**config.mk**
```make
export PLATFORM = sky130hd
export DESIGN_NAME = tclk_regs
export DESIGN_NICKNAME = d
export VERILOG_FILES = /design/src/tclk_pkg.sv /design/src/tclk_settings_store.sv /design/src/tclk_regs.sv
export SDC_FILE = /design/constraint.sdc
export NUM_CORES = 1
export LEC_CHECK = 0
export ABC_AREA = 1
export BUFFER_PORTS_ARGS = -buffer_cell sky130_fd_sc_hd__clkbuf_2
export CAP_MARGIN = 20
export CORE_MARGIN = 2
export CORE_UTILIZATION = 40
export DETAILED_ROUTE_END_ITERATION = 12
export PLACE_DENSITY_LB_ADDON = 0.1
export SETUP_SLACK_MARGIN = 0.5
export SYNTH_ARGS = -nofsm -noshare
export SYNTH_HDL_FRONTEND = slang
export SYNTH_SLANG_ARGS = --single-unit
```
**constraint.sdc**
```tcl
create_clock -name i_clk -period 3.98 [get_ports i_clk]
set_input_delay 0.398 -clock i_clk [delete_from_list [all_inputs] [get_ports i_clk]]
set_output_delay 0.398 -clock i_clk [all_outputs]
set_load 0.005 [all_outputs]
```
**src/tclk_pkg.sv**
```systemverilog
`default_nettype none
package tclk_pkg;
    // word indices as printed; byte address is four times the index
    localparam logic [7:0] IDX_ANALOG_CONTROL = 8'h07;
    localparam logic [7:0] IDX_ERROR_INJECTION = 8'h08;
    localparam logic [7:0] IDX_ANALOG_READBACK = 8'h09;
    localparam logic [7:0] IDX_IO_LOCK_STATUS = 8'h10;
    localparam logic [7:0] IDX_RX_LOCK_SUMMARY = 8'h14;
    // analog control field positions
    localparam int CTL_LOOPBACK_BIT = 31;
    localparam int CTL_READ_BIT = 30;
    localparam int CTL_WRITE_BIT = 29;
    localparam int CTL_SET_LSB = 4;
    localparam int CTL_SET_MSB = 28;
    localparam int CTL_CHAN_MSB = 3;
    localparam int RB_VALID_BIT = 25;
    // control field reset: eq 0011, gain 000, tap0 10000, tap1 00000, tap2 10000, vod 010
    localparam logic [24:0] CTL_SETTINGS_RESET = 25'h0620082;
    // readback and per-channel store reset; differs from the control field defaults
    localparam logic [24:0] SETTINGS_RESET = 25'h0020080;
    localparam logic [3:0] CHAN_LAST = 4'h9;
    localparam int NUM_CHAN = 10;
    // reserved lock status fills
    localparam logic [6:0] LOCK100_RSV_HI = 7'h7f;
    localparam logic [9:0] LOCK100_RSV_MID = 10'h3ff;
    localparam logic [24:0] LOCK40_RSV_HI = 25'h1ffffff;
    // serial clock is line rate over this divisor
    localparam int SERIAL_CLOCK_DIVISOR = 40;
    localparam int LINE_RATE_KBPS = 10312500;
    localparam int SERIAL_CLOCK_KHZ = LINE_RATE_KBPS / SERIAL_CLOCK_DIVISOR;
    // settings access latency in status clock cycles
    localparam logic [3:0] ACCESS_CYCLES = 4'h3;

    typedef struct packed {
        logic [3:0] eq;
        logic [2:0] dc_gain;
        logic [4:0] tap0;
        logic [4:0] tap1;
        logic [4:0] tap2;
        logic [2:0] vod;
    } tclk_settings_type;

    typedef struct packed {
        logic loopback;
        logic [1:0] err_inject;
        logic [3:0] channel;
    } tclk_ctrl_type;
endpackage : tclk_pkg
`default_nettype wire

```
**src/tclk_settings_store.sv**
```systemverilog
`default_nettype none
// per-channel analog settings store with a fixed access latency
module tclk_settings_store #(
    parameter int NUM_CHAN = tclk_pkg::NUM_CHAN
) (
    // clock and reset
    input wire logic i_clk,
    input wire logic i_rst,
    // request
    input wire logic i_read,
    input wire logic i_write,
    input wire logic [3:0] i_channel,
    input wire tclk_pkg::tclk_settings_type i_wdata,
    // reply
    output logic o_busy,
    output logic o_done,
    output tclk_pkg::tclk_settings_type o_rdata
);
    tclk_pkg::tclk_settings_type mem [NUM_CHAN];
    logic [3:0] count;
    logic pending_read;
    logic [3:0] chan;

    // out-of-range channels are ignored so a bad select cannot alias a real lane
    always_ff @(posedge i_clk) begin
        if (i_rst) begin
            for (int i = 0; i < NUM_CHAN; i++) begin
                mem[i] <= tclk_pkg::SETTINGS_RESET;
            end
        end else if (i_write && !o_busy && i_channel <= tclk_pkg::CHAN_LAST) begin
            mem[i_channel] <= i_wdata;
        end
    end

    // access sequencer, mimics the slow analog reconfiguration path
    always_ff @(posedge i_clk) begin
        if (i_rst) begin
            count <= 4'h0;
            pending_read <= 1'b0;
            chan <= 4'h0;
            o_done <= 1'b0;
            o_rdata <= tclk_pkg::SETTINGS_RESET;
        end else begin
            o_done <= 1'b0;
            if (count != 4'h0) begin
                count <= count - 4'h1;
                if (count == 4'h1) begin
                    o_done <= pending_read;
                    if (pending_read) begin
                        o_rdata <= (chan <= tclk_pkg::CHAN_LAST) ? mem[chan] : tclk_pkg::SETTINGS_RESET;
                    end
                end
            end else if (i_read || i_write) begin
                count <= tclk_pkg::ACCESS_CYCLES;
                pending_read <= i_read;
                chan <= i_channel;
            end
        end
    end

    assign o_busy = (count != 4'h0);
endmodule : tclk_settings_store
`default_nettype wire

```
**src/tclk_regs.sv**
```systemverilog
// Decided for this implementation: the Wishbone interface to the registers.
`default_nettype none
// How it works
// - low four bits pick channel zero to nine
// - error inject pulses on rising control bits
// - readback bit 25 flags valid read data
// - readback low bits hold settings, bit 26 zero
// - readback bits 24:0 mirror control bits 28:4
// - bits 28:25 equalization, reset 0011
// - bits 24:22 dc gain, 3 dB steps
// - three pre-emphasis tap fields with resets
// - summary bit set when all pcs lanes normal
// - 100g: bits 24:22 tx pll locked
// - 100g: bits 11:2 per-lane cdr lock
// - 40g: bit 6 tx pll locked
// - 40g: bits 5:2 cdr lock lanes one-four
// - lock bit 1 shows tx interface ready
// - serial clocks are line rate over forty
// - control bit 30 triggers settings read
// - control bit 29 triggers settings write
// - control bit 31 enables serial loopback
module tclk_regs #(
    parameter bit IS_100G = 1'b1,
    parameter int NUM_LANES = 10
) (
    // clock and reset
    input wire logic i_clk,
    input wire logic i_rst,
    // classic wishbone slave
    input wire logic i_wb_cyc,
    input wire logic i_wb_stb,
    input wire logic i_wb_we,
    input wire logic [9:0] i_wb_adr,
    input wire logic [3:0] i_wb_sel,
    input wire logic [31:0] i_wb_dat,
    output logic [31:0] o_wb_dat,
    output logic o_wb_ack,
    // status inputs from transceiver pins
    input wire logic [2:0] i_tx_pll_locked,
    input wire logic [NUM_LANES-1:0] i_rx_cdr_locked,
    input wire logic i_tx_ready,
    input wire logic i_rx_ready,
    input wire logic i_pcs_lanes_ok,
    // transceiver controls
    output logic o_loopback,
    output logic [1:0] o_err_inject,
    output logic [3:0] o_channel
);
    logic [31:0] analog_control;
    logic [1:0] error_injection_control;
    tclk_pkg::tclk_settings_type readback;
    logic readback_valid;
    logic [2:0] pll_s1, pll_s2;
    logic [NUM_LANES-1:0] cdr_s1, cdr_s2;
    logic [2:0] rdy_s1, rdy_s2;
    logic store_busy;
    logic store_done;
    tclk_pkg::tclk_settings_type store_rdata;
    logic wr_en;
    logic [7:0] word_idx;
    logic [31:0] io_lock_status;
    logic [31:0] read_word;

    // apply byte lanes to a stored word
    function automatic logic [31:0] merge_bytes(input logic [31:0] old, input logic [31:0] new_val,
                                                 input logic [3:0] sel);
        logic [31:0] r;
        r = old;
        for (int b = 0; b < 4; b++) begin
            if (sel[b]) begin
                r[b*8 +: 8] = new_val[b*8 +: 8];
            end
        end
        return r;
    endfunction : merge_bytes

    assign word_idx = i_wb_adr[9:2];
    assign wr_en = i_wb_cyc && i_wb_stb && i_wb_we && !o_wb_ack;

    // two-flop synchronisers for asynchronous transceiver status
    always_ff @(posedge i_clk) begin
        if (i_rst) begin
            pll_s1 <= 3'h0;
            pll_s2 <= 3'h0;
            cdr_s1 <= '0;
            cdr_s2 <= '0;
            rdy_s1 <= 3'h0;
            rdy_s2 <= 3'h0;
        end else begin
            pll_s1 <= i_tx_pll_locked;
            pll_s2 <= pll_s1;
            cdr_s1 <= i_rx_cdr_locked;
            cdr_s2 <= cdr_s1;
            rdy_s1 <= {i_pcs_lanes_ok, i_tx_ready, i_rx_ready};
            rdy_s2 <= rdy_s1;
        end
    end

    // single-cycle ack, one answer per request, registered one clock after the strobe
    always_ff @(posedge i_clk) begin
        if (i_rst) begin
            o_wb_ack <= 1'b0;
        end else begin
            o_wb_ack <= i_wb_cyc && i_wb_stb && !o_wb_ack;
        end
    end

    // analog control word; read and write strobes self-clear after the access is launched
    always_ff @(posedge i_clk) begin
        if (i_rst) begin
            analog_control <= {3'b000, tclk_pkg::CTL_SETTINGS_RESET, 4'h0};
        end else if (wr_en && word_idx == tclk_pkg::IDX_ANALOG_CONTROL) begin
            analog_control <= merge_bytes(analog_control, i_wb_dat, i_wb_sel);
        end else if (!store_busy) begin
            analog_control[tclk_pkg::CTL_READ_BIT] <= 1'b0;
            analog_control[tclk_pkg::CTL_WRITE_BIT] <= 1'b0;
        end
    end

    // error inject: a one-cycle pulse per rising control bit, holding the bit does nothing more
    always_ff @(posedge i_clk) begin
        if (i_rst) begin
            error_injection_control <= 2'b00;
            o_err_inject <= 2'b00;
        end else begin
            o_err_inject <= 2'b00;
            if (wr_en && word_idx == tclk_pkg::IDX_ERROR_INJECTION && i_wb_sel[0]) begin
                error_injection_control <= i_wb_dat[1:0];
                o_err_inject <= i_wb_dat[1:0] & ~error_injection_control;
            end
        end
    end

    tclk_settings_store #(
        .NUM_CHAN(tclk_pkg::NUM_CHAN)
    ) u_store (
        .i_clk(i_clk),
        .i_rst(i_rst),
        .i_read(analog_control[tclk_pkg::CTL_READ_BIT]),
        .i_write(analog_control[tclk_pkg::CTL_WRITE_BIT]),
        .i_channel(analog_control[tclk_pkg::CTL_CHAN_MSB:0]),
        .i_wdata(analog_control[tclk_pkg::CTL_SET_MSB:tclk_pkg::CTL_SET_LSB]),
        .o_busy(store_busy),
        .o_done(store_done),
        .o_rdata(store_rdata)
    );

    // readback capture; a new read request wins over an old completion
    always_ff @(posedge i_clk) begin
        if (i_rst) begin
            readback <= tclk_pkg::SETTINGS_RESET;
            readback_valid <= 1'b0;
        end else if (analog_control[tclk_pkg::CTL_READ_BIT] && !store_busy) begin
            readback_valid <= 1'b0;
        end else if (store_done) begin
            readback <= store_rdata;
            readback_valid <= 1'b1;
        end
    end

    // lock status word, layout depends on the rate option
    always_comb begin
        io_lock_status = 32'h0;
        if (IS_100G) begin
            io_lock_status[31:25] = tclk_pkg::LOCK100_RSV_HI;
            io_lock_status[24:22] = pll_s2;
            io_lock_status[21:12] = tclk_pkg::LOCK100_RSV_MID;
            io_lock_status[11:2] = cdr_s2[9:0];
        end else begin
            io_lock_status[31:7] = tclk_pkg::LOCK40_RSV_HI;
            io_lock_status[6] = pll_s2[0];
            io_lock_status[5:2] = cdr_s2[3:0];
        end
        io_lock_status[1] = rdy_s2[1];
        io_lock_status[0] = rdy_s2[0];
    end

    // read mux; unmapped words read zero and writes to status words are dropped
    always_comb begin
        case (word_idx)
            tclk_pkg::IDX_ANALOG_CONTROL: read_word = analog_control;
            tclk_pkg::IDX_ERROR_INJECTION: read_word = {30'h0, error_injection_control};
            tclk_pkg::IDX_ANALOG_READBACK: read_word = {6'h0, readback_valid, readback};
            tclk_pkg::IDX_IO_LOCK_STATUS: read_word = io_lock_status;
            tclk_pkg::IDX_RX_LOCK_SUMMARY: read_word = {31'h0, rdy_s2[2]};
            default: read_word = 32'h0;
        endcase
    end

    // registered read data
    always_ff @(posedge i_clk) begin
        if (i_rst) begin
            o_wb_dat <= 32'h0;
        end else if (i_wb_cyc && i_wb_stb && !o_wb_ack) begin
            o_wb_dat <= read_word;
        end
    end

    // controls to the transceiver; serial clocks run at line rate / 40 outside this block
    always_ff @(posedge i_clk) begin
        if (i_rst) begin
            o_loopback <= 1'b0;
            o_channel <= 4'h0;
        end else begin
            o_loopback <= analog_control[tclk_pkg::CTL_LOOPBACK_BIT];
            o_channel <= analog_control[tclk_pkg::CTL_CHAN_MSB:0];
        end
    end
endmodule : tclk_regs
`default_nettype wire

```
==> results of run 1 <==
-- cells by family after synthesis --
logic type,count (synthesis)
XOR/XNOR,2
adder cells (fa/ha/maj),3
AND/OR/NAND/NOR,1450
AO/OA/AOI/OAI,178
flip-flops,571
buffers and inverters,546
other,1
-- state kept, by name, indices dropped and copies added (netlist names), 2 cells and up, named ones only --
signal,cells
o_err_inject,2
cdr_s2,10
o_channel,4
pll_s2,3
u_store.o_rdata,25
pll_s1,3
readback,25
rdy_s2,3
o_wb_dat,32
rdy_s1,3
u_store.chan,4
cdr_s1,10
analog_control,32
error_injection_control,2
u_store.mem,400
u_store.count,4
-- final timing paths --
kind                         start            endpoint  depth (start not counted)
setup / recovery  u_store.count[0]  u_store.mem[7][12]                         11
hold / removal         i_wb_dat[5]   analog_control[5]                          3
setup reg to reg  u_store.count[0]  u_store.mem[7][12]                         11
hold reg to reg          cdr_s1[4]           cdr_s2[4]                          2
-- final cells by class --
type	instances	area, um^2	share of cell area
Clock buffer	89	1780	0.0628
Timing Repair Buffer	160	1030	0.0363
Inverter	398	1510	0.0531
Multi-Input combinational cell	1783	7550	0.266
Tap cell	782	978	0.0344
Sequential cell	571	15400	0.543
Clock inverter	22	125	0.00440
-- metal layers --
layer / GRT usage / up-vias / share of wire
li1: - / 9057 / -
met1: 0.266 / 8696 / 0.43
met3: 0.0270 / 98 / 0.039
met5: 0 / - / 0
met2: 0.365 / 344 / 0.51
met4: 0.0681 / 0 / 0.026
-- worst register-to-register path, stage by stage, from the launching register on --
cell and delay, ns:
dfxtp_1 0.35, inv_1 0.09, ha_1 0.16, nand2_1 0.15
nor2_4 0.19, nand2_4 0.26, nor2_8 0.24, nand2_1 0.11
nor2_2 0.20, inv_2 0.28, nand2_1 0.21, buf_4 0.41
-- power groups by stage --
stage          sequential [mW]  combinational (mW)  clock (mW)
6_report                  6.55               0.460        5.41
5_1_grt                   6.56               0.528        5.77
4_1_cts                   6.55               0.462        5.53
3_5_place_dp              6.67               0.448           0
3_3_place_gp              6.67               0.434           0
2_1_floorplan             6.66               0.294           0
-- Yosys cell counts, types with 4 or more instances --
cell type / instances / area share
clkinv_1: 19 / 0.0029
a21oi_1: 90 / 0.018
buf_6: 12 / 0.0055
nor2_1: 353 / 0.054
inv_2: 5 / 0.00076
buf_1: 27 / 0.0041
dfxtp_1: 171 / 0.14
nor2_2: 6 / 0.0015
nor3_1: 4 / 0.00081
o211ai_1: 6 / 0.0018
nand2_1: 728 / 0.11
nand3_1: 346 / 0.070
edfxtp_1: 400 / 0.49
o21ai_0: 78 / 0.016
buf_2: 33 / 0.0067
inv_1: 373 / 0.057
clkbuf_1: 76 / 0.012
==> metrics.cfg, run 1 <==
[timing]
period_minus_slack_ns = 3.02
fin_tns_setup_ns = 0
setup_ws_ns = 0.959
slew_viol_final = 0
whs_ns = 0.0288
relSlewSlack = 0.308
fin_crit_sh = 0.759
max_freq_mhz = 331
setup_viol = 0
clock_skew_ns = 0.0175
rsz0062_at_grt = false
finalHoldViolations = 0
worst_slew_pin_slew_ns = 1.04

[logic_synthesis]
synth_edf_count = 400
synth_top_family_by_area = simple AND/OR/NAND/NOR gates
synth_fa_ha_area_frac = 0.00153
synth-xor-area-share = 0.000712
synthMuxAreaShare = 0
syn_area_per_cell_um2 = 8.94
synth.distinct_cells = 34
synthFlopType = edfxtp_1
postSynth.asyncResetShare = 0
yosys.area_share.simple = 0.244
yosysWarnings = 0
synth_seq_cells = 571
synth-seq-area-share = 0.627
synthCells = 2751
synth_compound_area_frac = 0.0372
netlist_area_um2 = 24600

[final_layout]
nNetsFinal = 3044
antenna_cells = 0
fin_util = 0.469
drive_gt1_frac = 0.0867
final_cell_mix = nand2_1 (728), edfxtp_1 (400), inv_1 (371), nor2_1 (352), nand3_1 (346)
fill_cells = 5848
area_growth_pct = 15.5
final_cells = 3805
stdcell_area_um2 = 28400
final_common_cell = nand2_1

[place]
place_hpwl_mm = 40.5
place_ws_ns = 0.939
dp.cells = 3679
port_buffers = 104
placed_cell_area_um2 = 26400
globalplace.congestion = 0.794

[floorplan]
core_um2 = 60600
rows = 90
initial_core_util = 0.406
dieArea_um2 = 63500
io-pin-count = 107
die_w_um = 252
die-height_um = 252

[cts]
clk_pin_slew_ns = 0.06
cts_hold_buffers = 15
clkLatencyLatePin_ns = 0.61
htreeDepth = 2
post_cts_buffers = 0
cts_root_buf = clkbuf_16
numCtsBuffers = 60
clk_path_buf_depth = 3
cts_sinks = 571
cts_resized = 0
cts_tree = built

[setup_path]
cp_num_buf_inv = 3
path_class = flop to flop
arrival_ns = 3.28
path_common_cell = nand2_1
slowest_delay_ns = 0.41
worstPathRequired_ns = 4.24
cp_top_family = simple AND/OR/NAND/NOR gates
crit_path_end_kind = flop
cp_max_fo = 24
rrSetupSlack_ns = 0.96
cp-start-kind = flop
critPathSlowestCell = buf_4
path_cells = inv_1, ha_1, nand2_1, nor2_4, nand2_4, nor2_8, nand2_1, nor2_2, inv_2, nand2_1, buf_4

[global_routing]
antenna_found_initial = 0
grt_overflow = 0
grt_first_pass_wirelength_mm = 101
grt_max_degree = 143
grt_pass1_vias = 17692
grt_util_all_layers = 0.208

[min_path]
worstHoldPathType = primary input to flop

[drt]
wl_per_cell_um = 17.2
num_vias = 18195
via_per_inst = 4.78
drtIter0Drc = 1216
first_pass_iters = 5
antenna_left = 0
drcViolationCount = 0
routed_wl_mm = 65.6

[power]
p_sw_frac = 0.212
p_int_mw = 9.78
p_sw_mw = 2.63
pwr-share-comb = 0.037
ir_drop_mv = 0.373
clkPwrFrac = 0.436
power_mw = 12.4
leakage_nw = 11.9
power.density_nw_per_um2 = 437
sequentialPowerShare = 0.527

[run_status]
status = finished, final reports clean

[run]
cap_violations = 0

Power figures use the tool's default switching activity.
==> run 2, diff against run 1 <==
--- a/config.mk
+++ b/config.mk
@@ -5,7 +5,7 @@
 export SDC_FILE = /design/constraint.sdc
 export NUM_CORES = 1
 export LEC_CHECK = 0
-export ABC_AREA = 1
+export ABC_AREA = 0
 export BUFFER_PORTS_ARGS = -buffer_cell sky130_fd_sc_hd__clkbuf_2
 export CAP_MARGIN = 20
 export CORE_MARGIN = 2
==> constraint.sdc (replaced) <==
create_clock -name i_clk -period 2.8 [get_ports i_clk]
set_input_delay 0.28 -clock i_clk [delete_from_list [all_inputs] [get_ports i_clk]]
set_output_delay 0.28 -clock i_clk [all_outputs]
set_load 0.005 [all_outputs]
==> metrics.cfg, run 2 <==
[run_status]
status = finished, final reports clean

[drt]
first_pass_iters = 6
drtIter0Drc = 1093
routed_wl_mm = 59.7
num_vias = 13848
via_per_inst = 5.09
antenna_left = 0
drcViolationCount = 0
wl_per_cell_um = 22.0

[timing]
clock_skew_ns = 0.0297
rsz0062_at_grt = false
worst_slew_pin_slew_ns = 0.792
fin_crit_sh = 0.789
fin_tns_setup_ns = 0
relSlewSlack = 0.472
max_freq_mhz = 453
setup_viol = 0
slew_viol_final = 0
finalHoldViolations = 0
period_minus_slack_ns = 2.21

[global_routing]
grt_pass1_vias = 14182
grt_first_pass_wirelength_mm = 90.0
grt_util_all_layers = 0.207
antenna_found_initial = 0
grt_max_degree = 79
grt_overflow = 0

[cts]
clk_pin_slew_ns = 0.06
cts_root_buf = clkbuf_16
numCtsBuffers = 60
htreeDepth = 2
cts_sinks = 571
clk_path_buf_depth = 3
clkLatencyLatePin_ns = 0.63
cts_tree = built

[final_layout]
drive_gt1_frac = 0.216
largest-register = u_store.mem
nNetsFinal = 1982
final_common_cell = edfxtp_1
antenna_cells = 0
final_cells = 2718
largest_reg_flops = 400
stdcell_area_um2 = 27300
fill_cells = 5003
final_cell_mix = edfxtp_1 (400), nor2_1 (219), dfxtp_1 (168), conb_1 (150), nand2_1 (117)
top_regs = u_store.mem x400, analog_control x32, o_wb_dat x32
area_growth_pct = 20.9
multi_input_area_um2 = 7250
seqCellArea_um2 = 15400

[setup_path]
slowest_delay_ns = 0.47
arrival_ns = 2.52
cp-start-kind = flop
critPathSlowestCell = or3_4
path_cells = or3_4, nor4_2, buf_4, nand2_2, nand2b_2, buf_12
critPathLaunch = u_store.count[3]
crit_end = u_store.mem[0][4]
rrSetupSlack_ns = 0.59
rr_worst_depth = 6
cp_max_fo = 18
r2r-start = u_store.count[3]
reg2reg_to = u_store.mem[0][4]
worstPathRequired_ns = 3.11
path_class = flop to flop
crit_path_end_kind = flop

[floorplan]
die-height_um = 242
io-pin-count = 107
initial_core_util = 0.403
dieArea_um2 = 58400
rows = 87
die_w_um = 242
core_um2 = 56100

[logic_synthesis]
netlist_area_um2 = 22600
synth_area_leaders = edfxtp_1 (53%), dfxtp_1 (15%), mux4_2 (9.9%)
syn_area_per_cell_um2 = 14.2
synth_top_cell_by_area = edfxtp_1
synth_edf_count = 400
synth.distinct_cells = 61
synthCells = 1585
synth-seq-area-share = 0.683
yosysWarnings = 0
synth_top_area_frac = 0.532
synth_most_common_cell = edfxtp_1
yosys-top-cells-count = edfxtp_1 (400), nor2_1 (221), dfxtp_1 (171)
synth_seq_cells = 571
synthFlopType = edfxtp_1
postSynth.asyncResetShare = 0

[place]
port_buffers = 104
dp.cells = 2555
place_hpwl_mm = 37.4
placed_cell_area_um2 = 24800
globalplace.congestion = 0.802

[min_path]
worstHoldPathType = primary input to flop

[power]
power.density_nw_per_um2 = 650
leakage_nw = 9.39
ir_drop_mv = 0.446

[run]
cap_violations = 0

## run 2: area by class of cell
class / count / share of cell area
flip-flops and latches: 571 / 0.566
multi-input cells: 1028 / 0.265
clock buffers: 92 / 0.0640
repair buffers: 219 / 0.0615
well taps: 756 / 0.0346
clock inverters: 20 / 0.00467
inverters: 32 / 0.00440
## run 2: cell families after synthesis
| kind of cell | after synthesis | share of synthesized area |
|---|---|---|
| AOI/OAI and AO/OA | 168 | 0.0484 |
| xor gates and xnor gates | 1 | 0.000388 |
| adders and majority gates | 3 | 0.00166 |
| buffers and inverters | 135 | 0.0255 |
| DFF | 571 | 0.683 |
| muxes | 170 | 0.130 |
| other | 1 | 0.000166 |
| and+or+nand+nor | 536 | 0.110 |
## run 2: worst min path at each step
stage | startpoint | end | slack (ns) | depth (start not counted)
floorplan | i_rx_cdr_locked[0] | cdr_s1[0] | 0.41 | 1
global placement | pll_s1[1] | pll_s2[1] | 0.43 | 1
detailed placement | rdy_s1[0] | rdy_s2[0] | 0.42 | 1
CTS | i_wb_adr[8] | o_err_inject[0] | 0.06 | 4
global route | i_wb_adr[8] | o_err_inject[1] | 0.12 | 4
finish | i_wb_adr[8] | o_err_inject[1] | 0.11 | 4
## run 2: metal layers
layer	up-vias	routed length, um	GRT usage	part of all wire
met5	-	0	0	0
met4	0	1270	0.0533	0.021
met3	80	3550	0.0382	0.059
met2	380	28300	0.341	0.47
met1	7009	26500	0.283	0.44
li1	6379	-	-	-
## run 2: what timing repair did
item,CTS,global route
buffers inserted,0,1
hold endpoints to repair,53,0
pin swaps,0,1
gates resized for setup,12,23
endpoints found under the setup margin,269,395
hold buffers,50,0
## run 2: through the flow
| stage | worst slack, ns | utilization | hold slack, ns | total power [mW] |
|---|---|---|---|---|
| 5_1_grt | 0.504 | 0.487 | 0.123 | 18.4 |
| 4_1_cts | 0.467 | 0.486 | 0.0566 | 17.9 |
| 3_3_place_gp | 0.399 | 0.443 | 0.428 | 10.3 |
| 2_1_floorplan | 0.539 | - | 0.408 | 10.0 |
| 6_report | 0.591 | 0.487 | 0.105 | 17.7 |
| 3_5_place_dp | 0.385 | 0.443 | 0.422 | 10.3 |
## run 2: critical path, delay by kind of cell (launching register included)
family                 cells  cell delay, ns
flip-flops                 1            0.37
AND/OR/NAND/NOR            4            1.05
buffers and inverters      2            0.47
## run 2: report_power, final
part	total, mW	switching, mW	internal [mW]
registers	9.37	0.101	9.27
clock network	7.59	3.23	4.36
logic	0.782	0.456	0.326
==> run 3, diff against run 2 <==
==> constraint.sdc (replaced) <==
create_clock -name i_clk -period 1.94 [get_ports i_clk]
set_input_delay 0.194 -clock i_clk [delete_from_list [all_inputs] [get_ports i_clk]]
set_output_delay 0.194 -clock i_clk [all_outputs]
set_load 0.005 [all_outputs]
==> metrics.cfg, run 3 (synthesis gave the netlist of run 2 again) <==
[timing]
clock_skew_ns = 0.0302
max_freq_mhz = 493
relSlewSlack = 0.552
setup_ws_ns = -0.0879
whs_ns = 0.0344
rsz0062_at_grt = true
fin_tns_setup_ns = -5.69
worst_slew_pin_slew_ns = 0.670
period_minus_slack_ns = 2.03
fin_crit_sh = 1.05
setup_viol = 230
finalHoldViolations = 0
slew_viol_final = 0

[setup_path]
path_class = flop to flop
arrival_ns = 2.34
cp-start-kind = flop
worstPathRequired_ns = 2.25
cp_max_fo = 9
crit_path_end_kind = flop

[min_path]
worstHoldPathType = primary input to flop

[place]
place_hpwl_mm = 40.5
port_buffers = 104
dp.cells = 2640
globalplace.congestion = 0.792

[drt]
drtIter0Drc = 1004
wl_met2_mm = 30.5
routed_wl_mm = 65.2
top_layer = met5
antenna_left = 0
wl_per_cell_um = 22.8
num_vias = 14637
via_per_inst = 5.11
wl_met3_mm = 4.44
met1_length_mm = 28.7
first_pass_iters = 7
drcViolationCount = 0

[run_status]
violations = negative setup slack
status = complete, but fails checks

[cts]
htreeDepth = 2
clk_pin_slew_ns = 0.06
clkLatencyLatePin_ns = 0.63
numCtsBuffers = 59
cts_sinks = 571
clk_path_buf_depth = 3
cts_root_buf = clkbuf_16
cts_tree = built

[power]
ir_drop_mv = 0.650
power.density_nw_per_um2 = 862
power_mw = 26.1
leakage_nw = 10.6

[run]
cap_violations = 0

[final_layout]
top_regs = u_store.mem x400, analog_control x32, o_wb_dat x32
multi_input_area_um2 = 7990
seqCellArea_um2 = 15500
largest-register = u_store.mem
fin_util = 0.541
final_common_cell = edfxtp_1
drive_gt1_frac = 0.314
fill_cells = 4705
area_growth_pct = 34.2
nNetsFinal = 2127
final_cell_mix = edfxtp_1 (400), nor2_1 (164), dfxtp_1 (164), conb_1 (150), nand2_1 (120)
antenna_cells = 0
final_cells = 2862
largest_reg_flops = 400

[floorplan]
die_w_um = 242
initial_core_util = 0.403
core_um2 = 56100
die-height_um = 242
io-pin-count = 107
dieArea_um2 = 58400
rows = 87

[global_routing]
grt_max_degree = 97
grt_pass1_vias = 14510
grt_overflow = 0
grt_util_all_layers = 0.217
grt_first_pass_wirelength_mm = 93.8
antenna_found_initial = 0

-- run 3: cell types whose count changed in the layout (fill, tap and decap cells not counted), sizes merged, moves of 2 or more --
cell / previous run / this run
buf: 66 / 196
clkbuf: 195 / 210
nand2: 144 / 148
clkinv: 16 / 12
clkinvlp: 1 / 10
inv: 34 / 24
bufbuf: 0 / 2
-- run 3: metal layers --
layer / up-vias / global-route usage
met3: 98 / 0.0469
li1: 6700 / -
met4: 2 / 0.0554
met5: - / 0.00572
met2: 479 / 0.350
met1: 7358 / 0.300
-- run 3: critical path, stage by stage, from the launching register on --
cell       delay, ns
dfxtp_2         0.32
or3_4           0.38
buf_6           0.15
or4_4           0.48
nand2b_4        0.17
clkbuf_16       0.20
-- run 3: path summary, 6_finish.rpt --
kind,from,endpoint,slack [ns],cells after the start
worst max-delay path,u_store.count[3],u_store.mem[8][20],-0.09,5
worst min-delay path,i_wb_adr[8],o_err_inject[1],0.03,4
worst max register to register,u_store.count[3],u_store.mem[8][20],-0.09,5
worst min register to register,cdr_s1[7],cdr_s2[7],0.44,1
-- run 3: layout make-up --
type | count | share of cell area
flip-flops and latches | 571 | 0.510
repair buffers | 361 | 0.126
well taps | 756 | 0.0312
clock inverters | 14 | 0.00239
inverters | 32 | 0.00652
clock buffers | 96 | 0.0609
multi-input cells | 1032 | 0.264
-- run 3: report_power, final --
part           total (mW)  switching, mW  internal (mW)
combinational        1.51          0.806          0.704
clock                11.1           4.65           6.47
sequential           13.5          0.132           13.4
total                26.1           5.58           20.6
-- run 3: stage by stage --
step / cell area [um^2] / setup slack [ns]
6_report: 30300 / -0.0879
5_1_grt: 30300 / -0.103
4_1_cts: 29400 / -0.0342
3_5_place_dp: 26100 / -0.0940
3_3_place_gp: 26100 / -0.0833
2_1_floorplan: 23400 / -0.0312
-- run 3: what timing repair did --
item                                    CTS  global route
endpoints found under the setup margin  774           774
hold buffers                             49             0
endpoints found under the hold margin    53             0
buffers inserted                         11            29
pin swaps                                20            15
cloned                                   11            12
gates resized for setup                 148            95
